--- src/dpem_pkg.sv ---
// Shared constants of the second PLL event and reference monitor status bank
package dpem_pkg;
  // ----------------------------------------------------------------
  // Widths and counts
  // ----------------------------------------------------------------
  localparam int ADDR_W = 8;
  localparam int DATA_W = 8;
  localparam int EVT_W = 4;
  localparam int NUM_PAIRS = 3;
  localparam int NUM_REFS = 6;
  localparam int REF_SEL_W = 3;

  // ----------------------------------------------------------------
  // Register map
  // ----------------------------------------------------------------
  localparam logic [7:0] ADDR_EVT = 8'h04;
  localparam logic [7:0] ADDR_MON_BASE = 8'h05;
  localparam logic [7:0] ADDR_MASK = 8'h0b;
  localparam logic [7:0] ADDR_EVT_CLR = 8'h0c;

  // ----------------------------------------------------------------
  // Field positions
  // ----------------------------------------------------------------
  localparam int BIT_LOCK = 0;
  localparam int BIT_LOST = 1;
  localparam int BIT_HOLD = 2;
  localparam int BIT_REFSW = 3;
  localparam int MON_SCM = 0;
  localparam int MON_CFM = 1;
  localparam int MON_GST = 2;
  localparam int MON_PFM = 3;
  localparam int ODD_SHIFT = 4;

  // ----------------------------------------------------------------
  // Reset values
  // ----------------------------------------------------------------
  localparam logic [7:0] RST_BYTE = 8'h00;
  localparam logic [3:0] RST_EVT = 4'h0;
  localparam logic [2:0] RST_REF_SEL = 3'h0;
endpackage

--- src/dpem_stk_if.sv ---
// Interface between a sticky status bank and its user
`timescale 1ns/1ps
interface dpem_stk_if #(
  parameter int W = 8
);
  logic [W-1:0] set_ev;
  logic [W-1:0] clr;
  logic [W-1:0] q;
  modport bank (input set_ev, input clr, output q);
  modport user (output set_ev, output clr, input q);
endinterface

--- src/dpem_sticky.sv ---
// Bank of sticky status bits, set by hardware and cleared by the user
`timescale 1ns/1ps
module dpem_sticky
  import dpem_pkg::*;
#(
  parameter int W = 8
) (
  // Clock and reset
  input logic clk,
  input logic rst,
  // Set, clear and state
  dpem_stk_if.bank st
);
  logic [W-1:0] q_reg;
  logic [W-1:0] q_next;

  // Set is applied after clear so a coincident event is never lost
  always_comb begin
    q_next = (q_reg & ~st.clr) | st.set_ev;
  end

  always_ff @(posedge clk or posedge rst) begin
    if (rst) begin
      q_reg <= '0;
    end else begin
      q_reg <= q_next;
    end
  end

  assign st.q = q_reg;

  a_set_wins_clear: assert property (
    @(posedge clk) disable iff (rst)
    (st.set_ev != '0) |=> ((st.q & $past(st.set_ev)) == $past(st.set_ev)))
    else $error("sticky bit lost an event");

  a_bits_stay_set: assert property (
    @(posedge clk) disable iff (rst)
    1'b1 |=> ((st.q & ($past(st.q) & ~$past(st.clr))) == ($past(st.q) & ~$past(st.clr))))
    else $error("sticky bit dropped without a clear");
endmodule

--- src/dpem_top.sv ---
// Second PLL event register, reference monitor failure registers and interrupt
//
// The strobed register port was decided locally.
`timescale 1ns/1ps
// ------------------------------------------------------------------
// Overview of operation
// - Bit 0 set when PLL achieves lock
// - Bit 1 set when PLL loses lock
// - Bit 2 set when PLL enters holdover
// - Bit 3 set on reference switch
// - Event bits held until cleared by a read or by a one written to the clear register
// - Single-cycle monitor failure in bits 0/4
// - Coarse frequency failure in bits 1/5
// - Guard soak failure in bits 2/6
// - Precise frequency failure in bits 3/7
// - Mask bit one lets event interrupt through
// ------------------------------------------------------------------
module dpem_top
  import dpem_pkg::*;
(
  // Clock and reset
  input logic clk,
  input logic rst,
  // Register port
  input logic [ADDR_W-1:0] addr,
  input logic [DATA_W-1:0] wdata,
  input logic wr_en,
  input logic rd_en,
  output logic [DATA_W-1:0] rdata,
  // Second PLL state
  input logic pll_locked,
  input logic pll_holdover,
  input logic [REF_SEL_W-1:0] pll_ref_sel,
  // Reference monitor failure levels, one bit per reference
  input logic [NUM_REFS-1:0] mon_scm_fail,
  input logic [NUM_REFS-1:0] mon_cfm_fail,
  input logic [NUM_REFS-1:0] mon_gst_fail,
  input logic [NUM_REFS-1:0] mon_pfm_fail,
  // Interrupt
  output logic irq
);
  // ----------------------------------------------------------------
  // Edge detection of PLL state
  // ----------------------------------------------------------------
  logic locked_prev_reg;
  logic locked_prev_next;
  logic hold_prev_reg;
  logic hold_prev_next;
  logic [REF_SEL_W-1:0] ref_prev_reg;
  logic [REF_SEL_W-1:0] ref_prev_next;
  logic primed_reg;
  logic primed_next;
  logic [EVT_W-1:0] evt_set;

  // The first cycle after reset only samples, so the power-up value of
  // the reference select is not reported as a switch
  always_comb begin
    locked_prev_next = pll_locked;
    hold_prev_next = pll_holdover;
    ref_prev_next = pll_ref_sel;
    primed_next = 1'b1;
    evt_set = RST_EVT;
    evt_set[BIT_LOCK] = primed_reg & pll_locked & ~locked_prev_reg;
    evt_set[BIT_LOST] = primed_reg & ~pll_locked & locked_prev_reg;
    evt_set[BIT_HOLD] = primed_reg & pll_holdover & ~hold_prev_reg;
    evt_set[BIT_REFSW] = primed_reg & (pll_ref_sel != ref_prev_reg);
  end

  always_ff @(posedge clk or posedge rst) begin
    if (rst) begin
      locked_prev_reg <= 1'b0;
      hold_prev_reg <= 1'b0;
      ref_prev_reg <= RST_REF_SEL;
      primed_reg <= 1'b0;
    end else begin
      locked_prev_reg <= locked_prev_next;
      hold_prev_reg <= hold_prev_next;
      ref_prev_reg <= ref_prev_next;
      primed_reg <= primed_next;
    end
  end

  // ----------------------------------------------------------------
  // Event register
  // ----------------------------------------------------------------
  logic rd_evt;
  logic wr_evt_clr;
  logic [EVT_W-1:0] evt_q;

  assign rd_evt = rd_en && (addr == ADDR_EVT);
  assign wr_evt_clr = wr_en && (addr == ADDR_EVT_CLR);

  dpem_stk_if #(.W(EVT_W)) evt_if ();

  assign evt_if.set_ev = evt_set;
  // Read clears all bits; the extra clear register lets a driver that
  // shares the port acknowledge single bits without a read
  assign evt_if.clr = rd_evt ? {EVT_W{1'b1}} : (wr_evt_clr ? wdata[EVT_W-1:0] : RST_EVT);
  assign evt_q = evt_if.q;

  dpem_sticky #(.W(EVT_W)) u_evt (
    .clk(clk),
    .rst(rst),
    .st(evt_if.bank)
  );

  // ----------------------------------------------------------------
  // Reference monitor failure registers
  // ----------------------------------------------------------------
  logic [DATA_W-1:0] mon_val [NUM_PAIRS];

  for (genvar p = 0; p < NUM_PAIRS; p++) begin : g_pair
    logic [DATA_W-1:0] set_v;
    logic rd_mon;

    dpem_stk_if #(.W(DATA_W)) mon_if ();

    always_comb begin
      set_v = RST_BYTE;
      set_v[MON_SCM] = mon_scm_fail[2*p];
      set_v[MON_SCM+ODD_SHIFT] = mon_scm_fail[2*p+1];
      set_v[MON_CFM] = mon_cfm_fail[2*p];
      set_v[MON_CFM+ODD_SHIFT] = mon_cfm_fail[2*p+1];
      set_v[MON_GST] = mon_gst_fail[2*p];
      set_v[MON_GST+ODD_SHIFT] = mon_gst_fail[2*p+1];
      set_v[MON_PFM] = mon_pfm_fail[2*p];
      set_v[MON_PFM+ODD_SHIFT] = mon_pfm_fail[2*p+1];
    end

    assign rd_mon = rd_en && (addr == ADDR_MON_BASE + 8'(p));
    assign mon_if.set_ev = set_v;
    // A fault still present reasserts the bit in the same cycle it is read
    assign mon_if.clr = rd_mon ? {DATA_W{1'b1}} : RST_BYTE;
    assign mon_val[p] = mon_if.q;

    dpem_sticky #(.W(DATA_W)) u_mon (
      .clk(clk),
      .rst(rst),
      .st(mon_if.bank)
    );

    a_even_ref_map: assert property (
      @(posedge clk) disable iff (rst)
      1'b1 |=> ((mon_val[p][MON_SCM] || !$past(mon_scm_fail[2*p]))
        && (mon_val[p][MON_CFM] || !$past(mon_cfm_fail[2*p]))
        && (mon_val[p][MON_GST] || !$past(mon_gst_fail[2*p]))
        && (mon_val[p][MON_PFM] || !$past(mon_pfm_fail[2*p]))))
      else $error("even reference failure not reported");

    a_odd_ref_map: assert property (
      @(posedge clk) disable iff (rst)
      1'b1 |=> ((mon_val[p][MON_SCM+ODD_SHIFT] || !$past(mon_scm_fail[2*p+1]))
        && (mon_val[p][MON_CFM+ODD_SHIFT] || !$past(mon_cfm_fail[2*p+1]))
        && (mon_val[p][MON_GST+ODD_SHIFT] || !$past(mon_gst_fail[2*p+1]))
        && (mon_val[p][MON_PFM+ODD_SHIFT] || !$past(mon_pfm_fail[2*p+1]))))
      else $error("odd reference failure not reported");

    a_mon_read_clears: assert property (
      @(posedge clk) disable iff (rst)
      (rd_mon && (set_v == RST_BYTE)) |=> (mon_val[p] == RST_BYTE))
      else $error("monitor register not cleared by read");
  end

  // ----------------------------------------------------------------
  // Mask register, read port and interrupt
  // ----------------------------------------------------------------
  logic [EVT_W-1:0] mask_reg;
  logic [EVT_W-1:0] mask_next;
  logic [DATA_W-1:0] rdata_reg;
  logic [DATA_W-1:0] rdata_next;
  logic irq_reg;
  logic irq_next;

  always_comb begin
    mask_next = mask_reg;
    if (wr_en && (addr == ADDR_MASK)) begin
      mask_next = wdata[EVT_W-1:0];
    end
    rdata_next = RST_BYTE;
    if (rd_en) begin
      case (addr)
        ADDR_EVT: rdata_next = {{(DATA_W-EVT_W){1'b0}}, evt_q};
        ADDR_MON_BASE: rdata_next = mon_val[0];
        ADDR_MON_BASE + 8'h01: rdata_next = mon_val[1];
        ADDR_MON_BASE + 8'h02: rdata_next = mon_val[2];
        ADDR_MASK: rdata_next = {{(DATA_W-EVT_W){1'b0}}, mask_reg};
        default: rdata_next = RST_BYTE;
      endcase
    end
    // Registered so the pin never glitches while bits change
    irq_next = |(evt_q & mask_reg);
  end

  always_ff @(posedge clk or posedge rst) begin
    if (rst) begin
      mask_reg <= RST_EVT;
      rdata_reg <= RST_BYTE;
      irq_reg <= 1'b0;
    end else begin
      mask_reg <= mask_next;
      rdata_reg <= rdata_next;
      irq_reg <= irq_next;
    end
  end

  assign rdata = rdata_reg;
  assign irq = irq_reg;

  // ----------------------------------------------------------------
  // Checks
  // ----------------------------------------------------------------
  a_lock_sets_bit: assert property (
    @(posedge clk) disable iff (rst)
    (primed_reg && $rose(pll_locked)) |=> evt_q[BIT_LOCK])
    else $error("lock event not recorded");

  a_loss_sets_bit: assert property (
    @(posedge clk) disable iff (rst)
    (primed_reg && $fell(pll_locked)) |=> evt_q[BIT_LOST])
    else $error("loss of lock not recorded");

  a_hold_sets_bit: assert property (
    @(posedge clk) disable iff (rst)
    (primed_reg && $rose(pll_holdover)) |=> evt_q[BIT_HOLD])
    else $error("holdover entry not recorded");

  a_switch_sets_bit: assert property (
    @(posedge clk) disable iff (rst)
    (primed_reg && $changed(pll_ref_sel)) |=> evt_q[BIT_REFSW])
    else $error("reference switch not recorded");

  a_evt_read_clears: assert property (
    @(posedge clk) disable iff (rst)
    (rd_evt && (evt_set == RST_EVT)) |=> ((evt_q == RST_EVT) && (rdata[EVT_W-1:0] == $past(evt_q))))
    else $error("event read did not return and clear");

  // Read data stand for one cycle only, so a stale value is never mistaken for a read
  a_rdata_one_cycle: assert property (
    @(posedge clk) disable iff (rst)
    !rd_en |=> (rdata == RST_BYTE))
    else $error("read data present without a read");

  a_evt_held: assert property (
    @(posedge clk) disable iff (rst)
    (evt_q[BIT_LOCK] && !rd_evt && !wr_evt_clr) |=> evt_q[BIT_LOCK] [*1])
    else $error("event bit dropped without a read");

  a_mask_blocks_irq: assert property (
    @(posedge clk) disable iff (rst)
    ((evt_q & mask_reg) == RST_EVT) |=> !irq)
    else $error("interrupt raised for masked events");

  a_mask_passes_irq: assert property (
    @(posedge clk) disable iff (rst)
    ((evt_q & mask_reg) != RST_EVT) |=> irq)
    else $error("interrupt missing for enabled event");
endmodule

--- config.mk ---
export PLATFORM = sky130hd
export DESIGN_NAME = dpem_top
export DESIGN_NICKNAME = d
export VERILOG_FILES = /design/src/dpem_pkg.sv /design/src/dpem_stk_if.sv /design/src/dpem_sticky.sv /design/src/dpem_top.sv
export SDC_FILE = /design/constraint.sdc
export NUM_CORES = 1
export LEC_CHECK = 0
export BUFFER_PORTS_ARGS = -buffer_cell sky130_fd_sc_hd__buf_2
export CAP_MARGIN = 20
export CORE_MARGIN = 5
export CORE_UTILIZATION = 45
export DETAILED_ROUTE_END_ITERATION = 8
export MAX_ROUTING_LAYER = met4
export PLACE_DENSITY_LB_ADDON = 0.08
export SETUP_SLACK_MARGIN = 0.05
export SYNTH_ARGS = -nofsm -noshare
export SYNTH_HDL_FRONTEND = slang
export SYNTH_SLANG_ARGS = --single-unit
--- constraint.sdc ---
create_clock -name clk -period 1.6 [get_ports clk]
set_input_delay 0.4 -clock clk [delete_from_list [all_inputs] [get_ports clk]]
set_output_delay 0.4 -clock clk [all_outputs]
set_load 0.05 [all_outputs]
==> out/results.txt, run 1 <==
Post-Synthesis Cells: 146
num ports: 58
Horiz. Die Dim: 75.57 µm
final setup fails: 2
max-cap violations: 0
ys flop type: dfrtp_1
residual DRC count: 0
Synth async-reset ratio: 100.0%
CP arrival: 1.85 ns
core area: 4086 µm²
share of cells above drive strength 1: 45.12%
P&R area growth vs syn: 31.31%
Post-Synth XOR/XNOR Area: 1.358%
global route overflow: 0
Avg WL per Cell: 16.48 µm
CTS tree: done
synth unique cells: 26
DRT iter0 DRCs: 65
crit path launch type: primary input
Peak VDD IR: 399.0 µV
clk slew on worst S/H paths: 0.08 ns
Worst Hold Class: in2async
Worst path max stage delay: 0.60 ns
CP endpoint kind: register
Initial Util: 47.34%
Final min period: 1.659 ns
H-Tree Depth: 2
Routed WL: 4.366 mm
# port buffers: 53
Slowest cell on crit path: or4_4
GR Util met1: 22.77%
status: finished with violations
largest net degree at the start of global routing: 48
post-synthesis compound-gate area fraction: 16.95%
number of synthesized register bits: 47
RSZ-0062 raised after global routing: true
critical path cell sequence: buf_6, or4_4, nor4b_4, nand2_1, a32o_1
fin crit share: 103.7%
Post-Synth Adder-Cell Area: 0%
leakage power: 1.081 nW
hold_ws: 0.1267 ns
Worst Skew: 0.004250 ns
DRT Pass-1 Iters: 4
Placer Congestion: 0.8429
antenna violations before repair: 0
overall fraction of global-route tracks in use: 17.21%
Antenna Diode Count: 0
met3 Use GR: 4.222%
power per cell area: 867.1 nW/µm²
first-pass GRT wire length: 6.934 mm
die height: 75.57 µm
FP Rows: 23
Final Hold Fails: 0
Pwr Total: 2.202 mW
GRT Max-Usage Layer: met2
sequential area share after synthesis: 60.80%
CP required: 1.79 ns
EDFF count, synth: 0
fin. max-slew vios: 0
DPL Wire Length: 3.293 mm
Post-Syn Area per Cell: 13.25 µm²
final setup margin: -0.05889 ns
number of global-route vias before repair: 1462
failing checks: setup timing
vias per cell: 5.253
max frequency: 602.8 MHz
Root Buffer: clkbuf_8
worst skew pair latency: 0.30 ns
multiplexer share of the synthesized area: 8.150%
mapped cell area: 1934 µm²
WS Path Type: in2reg
Post-DRT Antenna Nets: 0
Die Area: 5710 µm²
CTS Buf Count: 5
CP Max Fanout: 4
clk buf depth: 2
largest family of logic cells by synthesized area: compound AO/OA/AOI/OAI gates
met2 GRT Util: 26.08%
Syn Nets: 195
max reg flops: 24
total number of vias: 1392
Nets: 263
Synth Area in Simple Gates: 11.38%
clk sink count: 47
YS warnings: 0
logic make-up after synthesis:
| kind of cell | Yosys count |
|---|---|
| AND/OR/NAND/NOR | 35 |
| AO/OA/AOI/OAI | 42 |
| XOR/XNOR | 3 |
| buffers and inverters | 6 |
| flip-flops | 47 |
| other | 1 |
| multiplexers | 12 |
layout make-up:
type | instances | area (µm²)
clock buffers | 7 | 96.34
flip-flops and latches | 47 | 1176
clock inverters | 1 | 7.507
inverters | 3 | 11.26
fillers | 347 | 1546
well taps | 50 | 62.56
repair buffers | 64 | 400.4
multi-input cells | 93 | 785.8
path summary, 6_finish.rpt:
check	cells after the start	endpoint	from	slack [ns]
max	5	u_evt.st.q[3]$_DFF_PP0_	addr[6]	-0.06
max reg2reg	3	rdata[3]$_DFF_PP0_	u_evt.st.q[3]$_DFF_PP0_	0.33
min	3	g_pair[2].u_mon.st.q[1]$_DFF_PP0_	rst	0.13
min in group clk	1	hold_prev_reg$_DFF_PP0_	pll_holdover	0.22
max in group asynchronous	3	g_pair[1].u_mon.st.q[0]$_DFF_PP0_	rst	1.26
min reg2reg	1	g_pair[0].u_mon.st.q[7]$_DFF_PP0_	g_pair[0].u_mon.st.q[7]$_DFF_PP0_	0.48
layer usage:
layer  vias to the layer above  wire length, µm
li1                        664                -
met1                       675             1911
met2                        47             2072
met3                         6              316
met4                         0               65
met5                         -                0
cells in the mapped netlist, drive strengths merged (3+ instances only):
library cell  instances  area share, %
xnor2                 3            1.4
a22oi                 8            3.1
nor2b                 4            1.3
nor2                  7            1.4
mux2                 10            5.8
inv                   3           0.58
nand2                15            2.9
dfrtp                47             61
a21o                 24            9.3
critical path: cells and delay by family:
| kind | cells | cell delay (ns) |
|---|---|---|
| AND/OR/NAND/NOR | 3 | 1.11 |
| AO/OA/AOI/OAI | 1 | 0.26 |
| buffers and inverters | 1 | 0.09 |
where the power goes:
| part | switching, mW | internal [mW] |
|---|---|---|
| Sequential | 0.0130 | 1.21 |
| Combinational | 0.116 | 0.0980 |
| Clock | 0.375 | 0.393 |
layout by cell type, fill, tap and decap left out, types with 2 or more instances in the layout:
master    count
mux4_2        2
buf_2        51
a32oi_1       2
nor2_2        2
a31o_2        2
buf_6         6
buf_12        2
inv_1         2
a32o_1        2
nor4_4        2
mux2_4        2
a22oi_1       8
clkbuf_8      7
dfrtp_1      47
xnor2_1       3
nor2b_1       4
buf_4         5
nor2_1        5
a22o_1        2
mux2_2        8
nand2_1      13
nor3_4        2
a21o_1       24
a21boi_1      2
through the flow:
| step | area [µm²] | utilization (%) | std cells | TNS [ns] | setup slack, ns |
|---|---|---|---|---|---|
| detailed placement | 2361 | 57.78 | 256 | -13.67 | -0.4094 |
| CTS | 2502 | 61.24 | 265 | -0.02392 | -0.02392 |
| floorplan | 1944 | - | 146 | -5.424 | -0.2355 |
| global route | 2540 | 62.16 | 265 | -0.2128 | -0.05366 |
| global placement | 2361 | 57.78 | 256 | -13.31 | -0.3667 |
| finish | 2540 | 62.16 | 265 | -0.06419 | -0.05889 |
timing repair:
item,CTS,global route
hold buffers,0,0
endpoints found under the setup margin,36,37
buffers inserted,1,0
pin swaps,6,12
resized for setup,8,8
Note: power is estimated with default switching activity, not from simulation.
==> run 2, diff against run 1 <==
Settings changed: SKIP_LAST_GASP from default to 1.
==> out/results.txt, run 2 (synthesized netlist as in run 1, its figures left out) <==
Worst Skew: 0.003825 ns (was 0.004250 ns)
routed metal-1 wire length: 1.875 mm (was 1.911 mm)
final setup fails: 2 (unchanged)
num ports: 58 (unchanged)
Routed WL: 4.228 mm (was 4.366 mm)
Post-DRT Antenna Nets: 0 (unchanged)
post-route insts no fill: 265 (unchanged)
DRT iter0 DRCs: 57 (was 65)
WL met2: 1.974 mm (was 2.072 mm)
CP Max Fanout: 4 (unchanged)
WS Path Type: in2reg (unchanged)
vias per cell: 5.211 (was 5.253)
max-cap violations: 0 (unchanged)
commonest non-fill, non-tap cell in the layout: buf_2 (unchanged)
CP required: 1.79 ns (about the same)
antenna violations before repair: 0 (unchanged)
CTS tree: done (unchanged)
crit path launch type: primary input (unchanged)
# port buffers: 53 (unchanged)
Nets: 263 (unchanged)
Placed Cells: 256 (unchanged)
failing checks: setup timing (unchanged)
overall fraction of global-route tracks in use: 17.04% (was 17.21%)
Met3 Wirelength: 312 µm (was 316 µm)
fin. max-slew vios: 0 (unchanged)
most frequent cells in the layout: buf_2 (52), dfrtp_1 (47), a21o_1 (24), nand2_1 (12), mux2_2 (9) (was buf_2 (51), dfrtp_1 (47), a21o_1 (24), nand2_1 (13))
first-pass GRT wire length: 6.865 mm (was 6.934 mm)
Die Area: 5710 µm² (unchanged)
Worst Hold Class: in2async (unchanged)
Root Buffer: clkbuf_8 (unchanged)
leakage power: 1.059 nW (was 1.081 nW)
share of cells above drive strength 1: 45.12% (unchanged)
cts hold-fix bufs: 0 (unchanged)
Highest Signal Layer: met4 (unchanged)
max frequency: 614.1 MHz (was 602.8 MHz)
Peak VDD IR: 398.7 µV (was 399.0 µV)
H-Tree Depth: 2 (unchanged)
die height: 75.57 µm (unchanged)
largest net degree at the start of global routing: 48 (unchanged)
CP endpoint kind: register (unchanged)
CP arrival: 1.82 ns (was 1.85 ns)
clk buf depth: 2 (unchanged)
clk sink count: 47 (unchanged)
hold_ws: 0.1255 ns (was 0.1267 ns)
Antenna Diode Count: 0 (unchanged)
total number of vias: 1381 (was 1392)
fin crit share: 101.8% (was 103.7%)
power per cell area: 875.2 nW/µm² (was 867.1 nW/µm²)
clk slew on worst S/H paths: 0.08 ns (about the same)
core area: 4086 µm² (unchanged)
number of global-route vias before repair: 1445 (was 1462)
CTS Buf Count: 5 (unchanged)
Avg WL per Cell: 15.95 µm (was 16.48 µm)
RSZ-0062 raised after global routing: true (unchanged)
worst skew pair latency: 0.30 ns (about the same)
DPL Wire Length: 3.293 mm (unchanged)
P&R area growth vs syn: 29.56% (was 31.31%)
final setup margin: -0.02834 ns (was -0.05889 ns)
max reg flops: 24 (unchanged)
FP Rows: 23 (unchanged)
global route overflow: 0 (unchanged)
residual DRC count: 0 (unchanged)
Horiz. Die Dim: 75.57 µm (unchanged)
Placer Congestion: 0.8429 (unchanged)
Final min period: 1.628 ns (was 1.659 ns)
DRT Pass-1 Iters: 4 (unchanged)
Final Hold Fails: 0 (unchanged)
Initial Util: 47.34% (unchanged)
status: finished with violations (unchanged)
[run 2: cell counts in the layout (fill, tap and decap cells not counted)]
No cell type changed its count.
[run 2: metal layers]
layer	up-vias	track usage [%]
met1	665	22.77
met5	-	-
met4	0	5.825
met3	6	4.222
li1	663	-
met2	47	25.50
[run 2: what timing repair did]
| action | CTS | global route |
|---|---|---|
| endpoints found under the setup margin | 36 | 37 |
| resized for setup | 7 | 3 |
| buffers inserted | 1 | 0 |
| gates cloned | 0 | 0 |
| pin swaps | 4 | 5 |
[run 2: report_power, final]
group	switching [mW]	leakage [nW]	total [mW]	internal, mW
sequential	0.0127	0.496	1.22	1.21
clock	0.373	0.0505	0.766	0.393
combinational	0.112	0.513	0.207	0.0953
[run 2: stage by stage]
stage               setup TNS [ns]  instance area, µm²  utilization, %  total power, mW  worst slack (ns)
global route               -0.3547                2506           61.33            2.312          -0.04918
detailed placement          -13.67                2361           57.78            1.449           -0.4094
finish                    -0.03752                2506           61.33            2.193          -0.02834
floorplan                   -5.424                1944               -            1.340           -0.2355
global placement            -13.31                2361           57.78            1.442           -0.3667
CTS                       -0.03916                2497           61.11            2.241          -0.02392
[run 2: cell type report]
type / count / area, µm²
fill: 352 / 1580
sequential: 47 / 1176
multi-input combinational: 93 / 762.0
timing repair buffer: 64 / 390.4
clock buffer: 7 / 96.34
tap: 50 / 62.56
inverter: 3 / 11.26
clock inverter: 1 / 7.507
[run 2: final timing paths]
path	from	to	slack [ns]	depth (start not counted)
min	rst	g_pair[0].u_mon.st.q[1]$_DFF_PP0_	0.13	3
max	addr[5]	u_evt.st.q[3]$_DFF_PP0_	-0.03	5
max reg2reg	u_evt.st.q[3]$_DFF_PP0_	rdata[3]$_DFF_PP0_	0.34	3
max in group asynchronous	rst	g_pair[1].u_mon.st.q[0]$_DFF_PP0_	1.27	3
min in group clk	pll_holdover	hold_prev_reg$_DFF_PP0_	0.22	1
min reg2reg	g_pair[0].u_mon.st.q[7]$_DFF_PP0_	g_pair[0].u_mon.st.q[7]$_DFF_PP0_	0.48	1
[run 2: worst max-delay path: stages]
cell and delay (ns):
buf_6 0.09, or4_4 0.59, nor4b_4 0.36, nand2_1 0.11
a32o_1 0.27
==> run 3, diff against run 2 <==
Settings changed: ABC_AREA from default to 1.
==> out/results.txt, run 3 <==
number of synthesized register bits: 47 (unchanged)
EDFF count, synth: 0 (unchanged)
Sequential Area: 1176 µm² (unchanged)
final setup fails: 0 (was 2)
Nets: 343 (was 263)
CP required: 1.20 ns (was 1.79 ns)
Routed WL: 4.546 mm (was 4.228 mm)
fin. max-slew vios: 0 (unchanged)
post-route insts no fill: 362 (was 265)
YS warnings: 0 (unchanged)
most frequent cells in the layout: buf_2 (53), nand3_1 (51), dfrtp_1 (47), inv_1 (33), nand2_1 (28) (was buf_2 (52), dfrtp_1 (47), a21o_1 (24), nand2_1 (12), mux2_2 (9))
Fill cells: 444 (was 352)
num ports: 58 (unchanged)
top post-synthesis cells by area: dfrtp_1 (54%), nand3_1 (12%), o21bai_1 (8.2%) (was dfrtp_1 (61%), a21o_1 (9.3%), mux2_2 (5.8%))
Synth top area share: 53.71% (was 60.80%)
largest net degree at the start of global routing: 48 (unchanged)
antenna violations before repair: 0 (unchanged)
synth unique cells: 22 (was 26)
CP endpoint kind: output pin (was register)
worst skew pair latency: 0.30 ns (about the same)
sequential area share after synthesis: 53.71% (was 60.80%)
mapped cell area: 2190 µm² (was 1934 µm²)
status: complete, no violations (was finished with violations)
Post-Synthesis Cells: 230 (was 146)
Final TNS setup: 0 ns (was -0.03752 ns)
number of global-route vias before repair: 1599 (was 1445)
ys flop type: dfrtp_1 (unchanged)
WS Path Type: reg2out (was in2reg)
Synth async-reset ratio: 100.0% (unchanged)
Avg WL per Cell: 12.56 µm (was 15.95 µm)
overall fraction of global-route tracks in use: 16.11% (was 17.04%)
max reg flops: 24 (unchanged)
final core utilization: 57.43% (was 61.33%)
Worst Hold Class: in2async (unchanged)
clk buf depth: 2 (unchanged)
area occupied by multi-input gates: 838.3 µm² (was 762.0 µm²)
CTS Buf Count: 5 (unchanged)
Root Buffer: clkbuf_8 (unchanged)
Worst Path Buf+Inv: 1 (unchanged)
Horiz. Die Dim: 79.76 µm (was 75.57 µm)
Final Hold Fails: 0 (unchanged)
leakage power: 1.568 nW (was 1.059 nW)
biggest area consumer among synthesized cells: dfrtp_1 (unchanged)
core area: 4723 µm² (was 4086 µm²)
max-cap violations: 0 (unchanged)
# port buffers: 53 (unchanged)
RSZ-0062 raised after global routing: false (was true)
CTS tree: done (unchanged)
clk slew on worst S/H paths: 0.09 ns (was 0.08 ns)
power per cell area: 901.7 nW/µm² (was 875.2 nW/µm²)
DRT iter0 DRCs: 88 (was 57)
clk sink count: 47 (unchanged)
CP arrival: 0.90 ns (was 1.82 ns)
Worst Skew: 0.006236 ns (was 0.003825 ns)
residual DRC count: 0 (unchanged)
Post-Syn Area per Cell: 9.520 µm² (was 13.25 µm²)
Post-DRT Antenna Nets: 0 (unchanged)
Placer Congestion: 0.8652 (was 0.8429)
crit path launch type: register (was primary input)
post-CTS resize count: 0 (was 7)
critical path cell sequence: buf_2 (was buf_6, or4_4, nor4b_4, nand2_1, a32o_1)
die height: 79.76 µm (was 75.57 µm)
first-pass GRT wire length: 7.596 mm (was 6.865 mm)
DPL Wire Length: 3.444 mm (was 3.293 mm)
cts hold-fix bufs: 0 (unchanged)
Worst path max stage delay: 0.34 ns (was 0.59 ns)
setup bufs post-CTS: 0 (was 1)
count leader, synth: nand3_1 (was dfrtp_1)
delay-heaviest family, CP: flip-flops (was simple AND/OR/NAND/NOR gates)
CP Max Fanout: 1 (was 4)
commonest cells in the synthesized netlist: nand3_1 (51), dfrtp_1 (47), inv_1 (34), nand2_1 (28), o21bai_1 (24) (was dfrtp_1 (47), a21o_1 (24), nand2_1 (15), mux2_2 (10), a22oi_1 (8))
fin crit share: 81.42% (was 101.8%)
H-Tree Depth: 2 (unchanged)
max frequency: 767.6 MHz (was 614.1 MHz)
P&R area growth vs syn: 23.89% (was 29.56%)
Placed Cells: 354 (was 256)
global route overflow: 0 (unchanged)
vias per cell: 4.646 (was 5.211)
Initial Util: 46.36% (was 47.34%)
DRT Pass-1 Iters: 4 (unchanged)
Die Area: 6361 µm² (was 5710 µm²)
Peak VDD IR: 549.8 µV (was 398.7 µV)
FP Rows: 25 (was 23)
Antenna Diode Count: 0 (unchanged)
Final min period: 1.303 ns (was 1.628 ns)
share of cells above drive strength 1: 29.83% (was 45.12%)
Syn Nets: 279 (was 195)
total number of vias: 1682 (was 1381)
commonest non-fill, non-tap cell in the layout: buf_2 (unchanged)
Slowest cell on crit path: dfrtp_1 (was or4_4)
-- run 3: cells by family (layout without fill, tap and decap cells) --
family	count (synthesis)	after routing	synth area share [%]
other	1	1	0.1713
buffers and inverters	42	107	7.999
AOI/OAI and AO/OA	32	32	10.57
and+or+nand+nor	105	105	26.34
xor gates and xnor gates	3	3	1.200
DFF	47	47	53.71
-- run 3: power by group --
part	switching (mW)	total, mW	internal, mW
combinational	0.125	0.208	0.0829
clock	0.397	1.02	0.623
sequential	0.0116	1.22	1.21
-- run 3: layout make-up --
class                   instances  area share, %
repair buffers                 60          12.18
clock inverters                 3          2.491
multi-input cells             141          30.90
clock buffers                   5          2.537
well taps                      67          3.090
inverters                      39          5.443
flip-flops and latches         47          43.36
-- run 3: through the flow --
stage / instance area [µm²] / hold WS, ns / power [mW] / setup WS [ns]
6_report: 2713 / 0.1202 / 2.446 / 0.2973
5_1_grt: 2713 / 0.1337 / 2.554 / 0.2656
4_1_cts: 2713 / 0.1248 / 2.473 / 0.2855
3_5_place_dp: 2576 / 0.4115 / 1.453 / 0.1105
3_3_place_gp: 2576 / 0.4039 / 1.452 / 0.1250
2_1_floorplan: 2190 / 0.3996 / 1.359 / 0.08389
-- run 3: worst paths after layout --
path                                              start                           endpoint  slack [ns]  cells after the start
worst max-delay path                 rdata[4]$_DFF_PP0_                           rdata[4]        0.30                      1
max in group asynchronous                           rst  g_pair[0].u_mon.st.q[7]$_DFF_PP0_        1.26                      3
min in group clk                           pll_holdover            hold_prev_reg$_DFF_PP0_        0.22                      1
worst min-delay path                                rst  g_pair[2].u_mon.st.q[0]$_DFF_PP0_        0.12                      3
worst max register to register  mask_reg[1]$_DFFE_PP0P_                 rdata[1]$_DFF_PP0_        0.74                      4
worst min register to register  hold_prev_reg$_DFF_PP0_            u_evt.st.q[2]$_DFF_PP0_        0.42                      1
-- run 3: per-layer routing --
layer	track usage, %	part of all wire, %
met3	3.950	5.4
met4	6.081	1.4
met2	22.29	43
met1	22.92	50
met5	-	0
